`src/rtl/rotary_event_pkg.sv`:
```
// Operation
// - queue register at address 0x00: more, empty, overflow flags, event code.
// - any write to 0x00 flushes all entries; written byte is not stored.
// - pop with entries remaining returns more flag 1, empty flag 0.
// - event into full queue is dropped; older kept; overflow flag returned.
// - reading final entry with overflow set clears the overflow indication.
// - empty or flushed queue reads 0x40 until a new event queues.
// - release event queued with code bits all zero.
// - touch event queued with bit 4 set and position in bits 3:0.
// - interrupt cleared by access re-arms only after queue emptied by reads.
// - touches queue only if touch enabled; releases only if release enabled.
package rotary_event_pkg;
	// ----------------------------------------------------------------
	// register map and field layout
	// ----------------------------------------------------------------
	localparam logic [7:0] QUEUE_ADDR = 8'h00;
	localparam int MORE_BIT = 7;
	localparam int EMPTY_BIT = 6;
	localparam int OVF_BIT = 5;
	localparam int TOUCH_BIT = 4;
	localparam logic [7:0] EMPTY_PATTERN = 8'h40;
	localparam logic [7:0] ANSWER_RESET = 8'h00;
	localparam logic [4:0] RELEASE_CODE = 5'h00;
	localparam int QUEUE_DEPTH = 8;
	localparam int CODE_W = 5;
endpackage

```
`src/rtl/event_store.sv`:
```
`timescale 1ns/1ns
// small ring memory holding event codes; no reset needed on the data
module event_store
	import rotary_event_pkg::*;
#(
	parameter int DEPTH = QUEUE_DEPTH,
	parameter int AW = $clog2(DEPTH)
) (
	// clock
	input wire logic clk,
	// write side
	input wire logic wr_en,
	input wire logic [AW-1:0] wr_addr,
	input wire logic [CODE_W-1:0] wr_data,
	// read side
	input wire logic [AW-1:0] rd_addr,
	output logic [CODE_W-1:0] rd_data
);
	logic [CODE_W-1:0] mem [DEPTH];

	// memory write, no reset so it maps to plain storage
	always_ff @(posedge clk) begin
		if (wr_en) begin
			mem[wr_addr] <= wr_data;
		end
	end

	assign rd_data = mem[rd_addr];
endmodule // event_store

```
`src/rtl/rotary_event_fifo.sv`:
```
`timescale 1ns/1ns
module rotary_event_fifo
	import rotary_event_pkg::*;
#(
	parameter int DEPTH = QUEUE_DEPTH
) (
	// clock and reset
	input wire logic clk,
	input wire logic sys_rst,
	// rotary events
	input wire logic touch_evt,
	input wire logic [3:0] touch_pos,
	input wire logic release_evt,
	// configuration
	input wire logic touch_queue_enable,
	input wire logic release_queue_enable,
	// register access strobes
	input wire logic rd_stb,
	input wire logic wr_stb,
	input wire logic [7:0] reg_addr,
	input wire logic acc_start,
	// register answer and interrupt
	output logic [7:0] rd_data,
	output logic rd_valid,
	output logic irq_n
);
	localparam int AW = $clog2(DEPTH);
	localparam int CW = $clog2(DEPTH + 1);
	localparam logic [CW-1:0] FULL_CNT = CW'(DEPTH);

	// ----------------------------------------------------------------
	// state
	// ----------------------------------------------------------------
	logic [AW-1:0] wp_reg, wp_next, rp_reg, rp_next;
	logic [CW-1:0] cnt_reg, cnt_next;
	logic ovf_reg, ovf_next;
	logic [7:0] rd_data_reg, rd_data_next;
	logic rd_valid_reg, rd_valid_next;
	logic irq_n_reg, irq_n_next;
	logic armed_reg, armed_next;
	logic [CODE_W-1:0] head;
	logic is_rd, is_wr, evt_ok, push;
	// pop and what remains after it, shared by the push decision
	logic pop;
	logic [CW-1:0] left;
	logic [CODE_W-1:0] evt_code;

	assign is_rd = rd_stb && (reg_addr == QUEUE_ADDR);
	assign is_wr = wr_stb && (reg_addr == QUEUE_ADDR);

	// ring step used by both ends; depth need not be a power of two
	function automatic logic [AW-1:0] ptr_step(input logic [AW-1:0] p);
		ptr_step = (p == AW'(DEPTH - 1)) ? '0 : p + 1'b1;
	endfunction

	// touch takes priority if both arrive together
	always_comb begin
		evt_ok = 1'b0;
		evt_code = RELEASE_CODE;
		if (touch_evt && touch_queue_enable) begin
			evt_ok = 1'b1;
			evt_code = {1'b1, touch_pos};
		end else if (release_evt && release_queue_enable) begin
			evt_ok = 1'b1;
		end
	end

	event_store #(.DEPTH(DEPTH), .AW(AW)) u_store (
		.clk(clk),
		.wr_en(push),
		.wr_addr(wp_reg),
		.wr_data(evt_code),
		.rd_addr(rp_reg),
		.rd_data(head)
	);

	// ----------------------------------------------------------------
	// queue pointers, overflow and read answer
	// ----------------------------------------------------------------
	always_comb begin
		wp_next = wp_reg;
		rp_next = rp_reg;
		cnt_next = cnt_reg;
		ovf_next = ovf_reg;
		rd_data_next = rd_data_reg;
		rd_valid_next = is_rd;
		push = 1'b0;
		pop = is_rd && (cnt_reg != '0);
		left = cnt_reg - CW'(pop);
		if (is_wr) begin
			// flush: byte discarded, everything dropped
			wp_next = '0;
			rp_next = '0;
			cnt_next = '0;
			ovf_next = 1'b0;
		end else begin
			if (is_rd) begin
				if (cnt_reg == '0) begin
					rd_data_next = EMPTY_PATTERN;
				end else begin
					rd_data_next = {left != '0, 1'b0, ovf_reg, head};
				end
			end
			if (pop) begin
				rp_next = ptr_step(rp_reg);
				if (left == '0) begin
					ovf_next = 1'b0;
				end
			end
			if (evt_ok) begin
				if (left == FULL_CNT) begin
					ovf_next = 1'b1;
				end else begin
					push = 1'b1;
					wp_next = ptr_step(wp_reg);
				end
			end
			cnt_next = left + CW'(push);
		end
	end

	// ----------------------------------------------------------------
	// interrupt: cleared by any access, re-armed once reads empty it
	// ----------------------------------------------------------------
	always_comb begin
		irq_n_next = irq_n_reg;
		armed_next = armed_reg;
		if (acc_start) begin
			irq_n_next = 1'b1;
			armed_next = 1'b0;
		end
		// reading the queue dry re-arms; a flush does not count
		if (is_rd && cnt_next == '0 && !is_wr) begin
			armed_next = 1'b1;
		end
		// new event raises while armed or when the same read empties the queue; it wins over the clear
		if (push && (armed_reg || (is_rd && cnt_reg <= CW'(1)))) begin
			irq_n_next = 1'b0;
		end
	end

	// queue state registers
	always_ff @(posedge clk or posedge sys_rst) begin
		if (sys_rst) begin
			wp_reg <= '0;
			rp_reg <= '0;
			cnt_reg <= '0;
			ovf_reg <= 1'b0;
			rd_data_reg <= ANSWER_RESET;
			rd_valid_reg <= 1'b0;
		end else begin
			wp_reg <= wp_next;
			rp_reg <= rp_next;
			cnt_reg <= cnt_next;
			ovf_reg <= ovf_next;
			rd_data_reg <= rd_data_next;
			rd_valid_reg <= rd_valid_next;
		end
	end

	// interrupt registers; kept active low so the pin is a bare flop
	always_ff @(posedge clk or posedge sys_rst) begin
		if (sys_rst) begin
			irq_n_reg <= 1'b1;
			armed_reg <= 1'b1;
		end else begin
			irq_n_reg <= irq_n_next;
			armed_reg <= armed_next;
		end
	end

	assign rd_data = rd_data_reg;
	assign rd_valid = rd_valid_reg;
	assign irq_n = irq_n_reg;

	// ----------------------------------------------------------------
	// checks
	// ----------------------------------------------------------------
	chk_empty_read: assert property (@(posedge clk) disable iff (sys_rst)
		(is_rd && !is_wr && cnt_reg == '0) |=> rd_data == EMPTY_PATTERN)
		else $error("empty read not 0x40");
	chk_flush_clears: assert property (@(posedge clk) disable iff (sys_rst)
		is_wr |=> cnt_reg == '0 && !ovf_reg)
		else $error("flush left entries");
	chk_more_flag: assert property (@(posedge clk) disable iff (sys_rst)
		(is_rd && !is_wr && cnt_reg > CW'(1))
		|=> rd_data[MORE_BIT] && !rd_data[EMPTY_BIT])
		else $error("more flag wrong");
	chk_full_drop: assert property (@(posedge clk) disable iff (sys_rst)
		(evt_ok && !is_wr && !is_rd && cnt_reg == FULL_CNT)
		|=> ovf_reg && cnt_reg == FULL_CNT)
		else $error("overflow not handled");
	chk_ovf_clear: assert property (@(posedge clk) disable iff (sys_rst)
		(is_rd && !is_wr && cnt_reg == CW'(1) && !evt_ok) |=> !ovf_reg)
		else $error("overflow not cleared");
	chk_touch_gate: assert property (@(posedge clk) disable iff (sys_rst)
		(!is_wr && !is_rd && !touch_queue_enable && !release_queue_enable)
		|=> cnt_reg == $past(cnt_reg))
		else $error("disabled event queued");
	chk_release_code: assert property (@(posedge clk) disable iff (sys_rst)
		(release_evt && !touch_evt) |-> evt_code == RELEASE_CODE)
		else $error("release code wrong");
	chk_touch_code: assert property (@(posedge clk) disable iff (sys_rst)
		(touch_evt && touch_queue_enable)
		|-> evt_code == {1'b1, touch_pos})
		else $error("touch code wrong");
	chk_irq_hold: assert property (@(posedge clk) disable iff (sys_rst)
		(acc_start && !push) |=> irq_n)
		else $error("irq not cleared");
	// a disarmed queue must not raise the pin for a new entry
	chk_irq_quiet: assert property (@(posedge clk) disable iff (sys_rst)
		(push && !armed_reg && !is_rd && !acc_start && irq_n) |=> irq_n)
		else $error("irq raised while disarmed");
	chk_irq_rearm: assert property (@(posedge clk) disable iff (sys_rst)
		(is_rd && !is_wr && cnt_reg == CW'(1) && !evt_ok) |=> armed_reg)
		else $error("irq not rearmed");
	chk_ovf_report: assert property (@(posedge clk) disable iff (sys_rst)
		(is_rd && !is_wr && cnt_reg != '0)
		|=> rd_data[OVF_BIT] == $past(ovf_reg))
		else $error("overflow flag not reported");
	chk_no_answer: assert property (@(posedge clk) disable iff (sys_rst)
		(rd_stb && reg_addr != QUEUE_ADDR) |=> !rd_valid)
		else $error("unmapped read answered");
endmodule // rotary_event_fifo

```
`config.mk`:
```
export PLATFORM = sky130hd
export DESIGN_NAME = rotary_event_fifo
export DESIGN_NICKNAME = d
export VERILOG_FILES = /design/src/rtl/rotary_event_pkg.sv /design/src/rtl/event_store.sv /design/src/rtl/rotary_event_fifo.sv
export SDC_FILE = /design/constraint.sdc
export NUM_CORES = 1
export LEC_CHECK = 0
export BUFFER_PORTS_ARGS = -buffer_cell sky130_fd_sc_hd__clkbuf_2
export CORE_ASPECT_RATIO = 1.4
export CORE_UTILIZATION = 40
export DETAILED_ROUTE_END_ITERATION = 7
export SYNTH_ARGS = -nofsm -noshare
export SYNTH_HDL_FRONTEND = slang
export SYNTH_HIERARCHICAL = 1
export SYNTH_SLANG_ARGS = --single-unit
```
`constraint.sdc`:
```
create_clock -name clk -period 3.5 [get_ports clk]
set_input_delay 0.525 -clock clk [delete_from_list [all_inputs] [get_ports clk]]
set_output_delay 0.525 -clock clk [all_outputs]
set_load 0.01 [all_outputs]
```
* Word level (Yosys, flattened, before mapping)
Memories as Yosys holds them, arrays and structs flattened.
Cells that the tools add are included.
** Cells by class
- Add/sub/neg operators :: 4
- $lt $le $gt $ge :: 1
- Equal/unequal tests :: 4
- Multiplexer cells :: 27
- Bitwise logic cells :: 1
- Reductions and logical operators :: 23
** Operators by type and width (number)
- 2-to-1 mux 3 bit :: 7
- 2-to-1 mux 1 bit :: 17
- logical NOT 4 bit :: 3
- logical AND 1 bit :: 9
- logical NOT 8 bit :: 1
- 2-to-1 mux 8 bit :: 1
- nonzero test 2 bit :: 4
- nonzero test 4 bit :: 2
- adder 3 x 1 -> 3 bit, second input constant :: 2
- == test 3 bit, second input constant :: 2
- 2-to-1 mux 5 bit :: 1
- adder 4 x 1 -> 4 bit :: 1
- == test 4 bit, second input constant :: 1
- less-or-equal comparator 4 x 1 -> 1 bit, second input constant :: 1
- 2-to-1 mux 4 bit :: 1
- AND reduction 2 bit :: 2
- subtractor 4 x 1 -> 4 bit :: 1
- inequality test 2 bit, second input constant :: 1
- logical NOT 1 bit :: 1
- logical OR 1 bit :: 1
- inverter 1 bit :: 1
** Word-level totals
- Bits in registers :: 22
- RAM bits :: 40
- Output and inout bits :: 10
- Word-level logic and storage cells :: 69
- Memories kept :: 1
** Memory list
- u_store.mem :: words 8, width 5, read ports 1, clocked after Yosys merged registers in 0, wr ports 1, RTL line event_store.sv:19 : logic [CODE_W-1:0] mem [DEPTH];

* Longest topological paths before layout
- Word-level depth :: 14
- Depth in mapped cells :: 14
- Mapped depth without buffers :: 13

* Cells and area by module
The synthesis kept the hierarchy.
** By module, submodules not included
- event_store :: times used 1, cells each 70, area an instance 1594.0 sq um, seq. area each 1201.2 sq um
- rotary_event_fifo :: times used 1, cells each 130, area an instance 1307.5 sq um, seq. area each 553.0 sq um

* Least setup slack after synthesis
Ideal clock, no wire load.
- Kind :: reg2reg
- From :: register cnt_reg[1]
- To :: memory u_store.mem[0][0] (enable)
- Library setup time :: 374 ps
- Arrival time :: 3018 ps
- Data required time :: 3126 ps
- Slack :: 108 ps
- Stages on the path, launching flop included :: 12
- Buffers on the path :: 1
- Cell sequence :: dfrtp_1 > or4_1 > buf_6 > and3_1 > ha_1 > ha_1 > xnor2_1 > and3_1 > a21boi_2 > and2_1 > nand2b_1 > nor3_1
** Between the ends
- Cells in the longest elaborated chain, start to end :: 10
** Ends and longest elaborated chain
- from (decl) :: RTL line rotary_event_fifo.sv:35 : logic [CW-1:0] cnt_reg, cnt_next;
- from (signal assigned) :: RTL line rotary_event_fifo.sv:154 : cnt_reg <= cnt_next;
- nonzero test 4 bit :: RTL line rotary_event_fifo.sv:88 : pop = is_rd && (cnt_reg != '0);
- logical AND 1 bit :: RTL line rotary_event_fifo.sv:88
- subtractor 4 x 1 -> 4 bit * :: RTL line rotary_event_fifo.sv:89 : left = cnt_reg - CW'(pop);
- == test 4 bit * :: RTL line rotary_event_fifo.sv:111 : if (left == FULL_CNT) begin
- 2-to-1 mux 1 bit * :: RTL line rotary_event_fifo.sv:111
- 2-to-1 mux 1 bit * :: RTL line rotary_event_fifo.sv:110 : if (evt_ok) begin
- 2-to-1 mux 1 bit * (2 in a row) :: RTL line rotary_event_fifo.sv:90 : if (is_wr) begin
- via push :: RTL line rotary_event_fifo.sv:42 : logic is_rd, is_wr, evt_ok, push;
- 2-to-1 mux 1 bit * :: RTL line event_store.sv:23 : if (wr_en) begin
- 2-to-1 mux 1 bit (implied by the code) * :: RTL line event_store.sv:24 : mem[wr_addr] <= wr_data;
- to (decl) :: RTL line event_store.sv:19
The timed path passes the listed nets; every way through them passes the cells marked *. The select of a mux whose other input is x is not followed.

* Final worst setup path
- From :: register cnt_reg[1]
- To :: register armed_reg
** Between the ends
- Cells in the longest elaborated chain, start to end :: 13
- Elaborated cells on any way between the ends :: 14
** Ends and longest elaborated chain
- nonzero test 4 bit :: RTL line rotary_event_fifo.sv:88
- logical AND 1 bit :: RTL line rotary_event_fifo.sv:88
- subtractor 4 x 1 -> 4 bit * :: RTL line rotary_event_fifo.sv:89
- == test 4 bit :: RTL line rotary_event_fifo.sv:111
- 2-to-1 mux 1 bit :: RTL line rotary_event_fifo.sv:111
- 2-to-1 mux 1 bit :: RTL line rotary_event_fifo.sv:110
- 2-to-1 mux 1 bit :: RTL line rotary_event_fifo.sv:90
- adder 4 x 1 -> 4 bit * :: RTL line rotary_event_fifo.sv:118 : cnt_next = left + CW'(push);
- 2-to-1 mux 4 bit * :: RTL line rotary_event_fifo.sv:90
- logical NOT 4 bit * :: RTL line rotary_event_fifo.sv:133 : if (is_rd && cnt_next == '0 && !is_wr) begin
- logical AND 1 bit * (2 in a row) :: RTL line rotary_event_fifo.sv:133
- 2-to-1 mux 1 bit or nonzero test 2 bit (tied branches)
- to (signal assigned) :: RTL line rotary_event_fifo.sv:168 : armed_reg <= armed_next;
- to (decl) :: RTL line rotary_event_fifo.sv:40 : logic armed_reg, armed_next;
Mark *: on every way between the ends. The rest lies on a longest branch, timed or not. The select of a mux whose other input is x is not followed.
A chain may end at the register's enable or synchronous reset.

==> impl_metrics.tcl <==
set metrics [dict create \
    crit_buf_inv 0 \
    tightestPinTransition_ns 0.8930 \
    cts_tree "built" \
    max_freq_mhz 301.9 \
    stdcell_count 349 \
    cp_max_fo 6 \
    cp-start-kind "flop" \
    p_per_area_nw_per_um2 624.0 \
    final_area_um2 3471 \
    ant_nets 0 \
    synthFlopType "edfxtp_1" \
    min_period_ns 3.313 \
    core_um2 6982 \
    yosysSeqAreaShare_pct 60.46 \
    hold_buffers 0 \
    ys_warn_count 6 \
    dr.pass1.iters 4 \
    post-place-ws_ns 0.1570 \
    vias_per_cell 5.017 \
    initial_core_util_pct 41.56 \
    regArea_um2 1754 \
    synth.area.top_cells "edfxtp_1 (41%), dfrtp_1 (17%), mux4_1 (9.1%), ha_1 (3.4%), nand2_1 (2.8%)" \
    place.gp.congestion 0.7976 \
    wl_um 5197 \
    hpwl_um 3721 \
    yosysMostFrequentCell "edfxtp_1" \
    timing_hold_violations_final 0 \
    worst_slack_ns 0.1874 \
    grt_max_degree 23 \
    h-tree-depth 3 \
    numCtsBuffers 9 \
    finish.utilization_pct 49.71 \
    topRoutingLayerUsed "met4" \
    syn_nets 229 \
    route.detailed.drc 0 \
    largest_reg_flops 40 \
    clock_path_buffers 2 \
    cp.arrival_ns 3.58 \
    async_flop_share_pct 35.48 \
    netlist_area_um2 2902 \
    die_w_um 73.98 \
    clkTransAtPathRegs_ns 0.08 \
    cpLargestDelayFamily "simple AND/OR/NAND/NOR gates" \
    met2_length_um 2744 \
    yosys-top-cells-count "edfxtp_1 (40), nand2_1 (22), dfrtp_1 (20)" \
    cp.required_ns 3.77 \
    drv_cap 0 \
    synth_top_cell_by_area "edfxtp_1" \
    synth_edf_count 40 \
    synthCells 200 \
    vias 1751 \
    wl_met3_um 140 \
    drive_gt1_share_pct 30.71 \
    grt_overflow_total 0 \
    cts.sinks 62 \
    insertion_delay_ns 0.34 \
    multi_input_area_um2 1087 \
    peakVddDrop_v 0.0002854 \
    root_buffer "clkbuf_8" \
    netlist.area_leader.share_pct 41.40 \
    io_pins 31 \
    dp_cells 333 \
    antenna_found_initial 0 \
    synthToLayoutAreaGrowth_pct 19.62 \
    maxSlewHeadroom_pct 40.40 \
    drv_slew 0 \
    critPathCaptureType "flop" \
    wl_per_cell_um 14.89 \
    cpMostUsedCell "ha_1" \
    grt_pass1_vias 1768 \
    synth.distinct_cells 45 \
    cts_resized 0 \
    grt_pass1_wl_um 8514 \
    fin_hold_ws_ns 0.3511 \
    io_buffer_count 30 \
    power.leakage_nw 1.487 \
    dpl_cell_area_um2 3234 \
    fillCellCount 610 \
    wirelength_met1_um 2219 \
    path_class "flop to flop" \
    fp.dieArea_um2 7603 \
    ys_seq_elements 62 \
    setup_viol 0 \
    status "completed" \
    grt_use_total_pct 15.55 \
    layout.nets 278 \
    period_share_pct 94.65 \
    slowest_stage "or4_1" \
    syn_area_per_cell_um2 14.51 \
    antennaDiodeCount 0 \
    slowest_delay_ns 0.54 \
    num_rows 36 \
    die_y_um 102.8 \
    cts_setup_buffers 0 \
    initialDrtViolationCount 68 \
    skew_ns 0.006294 \
    min_path_type "input port to asynchronous set/reset pin" \
    crit_chain "or4_1 > and3_1 > ha_1 > ha_1 > xnor2_2 > and3_1 > a21boi_2 > ha_1 > nor2b_1 > a311o_1 > o221ai_1 > a22o_1" \
]
==> final timing paths <==
path                                          end  slack, ns  cells past startpoint                   start
max reg2reg                 armed_reg$_DFFE_PP1P_       0.19                     12    cnt_reg[1]$_DFF_PP0_
max in group asynchronous       ovf_reg$_DFF_PP0_       2.59                      2                 sys_rst
min reg2reg                rd_data[6]$_DFFE_PP0P_       0.48                      2  rd_data[6]$_DFFE_PP0P_
max                         armed_reg$_DFFE_PP1P_       0.19                     12    cnt_reg[1]$_DFF_PP0_
min in group clk                irq_n$_DFFE_PP1P_       0.40                      3               acc_start
min                        rd_data[6]$_DFFE_PP0P_       0.35                      2                 sys_rst
==> cell usage in the layout, fill, tap and decap left out, types with 4 or more instances in the layout <==
| cell | n |
|---|---|
| edfxtp_1 | 40 |
| clkbuf_2 | 30 |
| nand2_1 | 22 |
| dfrtp_1 | 20 |
| buf_4 | 14 |
| nor2_1 | 11 |
| mux4_1 | 10 |
| clkbuf_8 | 9 |
| ha_1 | 8 |
| inv_1 | 7 |
| o21ai_0 | 7 |
| and3_1 | 6 |
| nor3_1 | 5 |
| mux2i_1 | 5 |
| mux2_2 | 5 |
| nand2b_1 | 4 |
| nor2b_1 | 4 |
| and2_1 | 4 |
==> stage by stage <==
step                setup TNS [ns]  total power, mW
CTS                              0            2.184
global route             -0.004933            2.295
finish                           0            2.166
detailed placement               0            1.456
floorplan                        0            1.296
global placement                 0            1.446
==> kinds of logic after synthesis <==
kind of cell	share of synthesized area, %
mux	12.72
fa+ha+maj	3.450
compound gates	4.959
buf+inv	2.328
xor+xnor	0.9057
simple gates	15.18
flops	60.46
==> metal layers <==
metal / vias up / GRT usage (%)
met5: - / 0
met4: 0 / 7.101
met3: 7 / 3.519
met2: 37 / 27.06
met1: 848 / 17.99
li1: 859 / -
==> area by class of cell <==
| class | instances | area share (%) |
|---|---|---|
| inverter | 7 | 0.7570 |
| clock buffer | 9 | 3.569 |
| tap | 95 | 3.425 |
| timing repair buffer | 44 | 7.354 |
| multi-input combinational | 125 | 31.33 |
| clock inverter | 7 | 3.028 |
| sequential | 62 | 50.54 |
==> worst reg2reg max path, cell delays in order (launching register included) <==
cell and delay (ns):
dfrtp_1 0.42, or4_1 0.54, and3_1 0.20, ha_1 0.21
ha_1 0.26, xnor2_2 0.18, and3_1 0.21, a21boi_2 0.16
ha_1 0.22, nor2b_1 0.29, a311o_1 0.22, o221ai_1 0.13
a22o_1 0.21
==> power breakdown <==
group | total (mW) | switching (mW) | leakage (nW) | internal (mW)
sequential | 0.967 | 0.0694 | 0.651 | 0.898
combinational | 0.476 | 0.252 | 0.724 | 0.224
clock | 0.722 | 0.311 | 0.112 | 0.412
No activity file was read; power rests on OpenSTA's default activity.
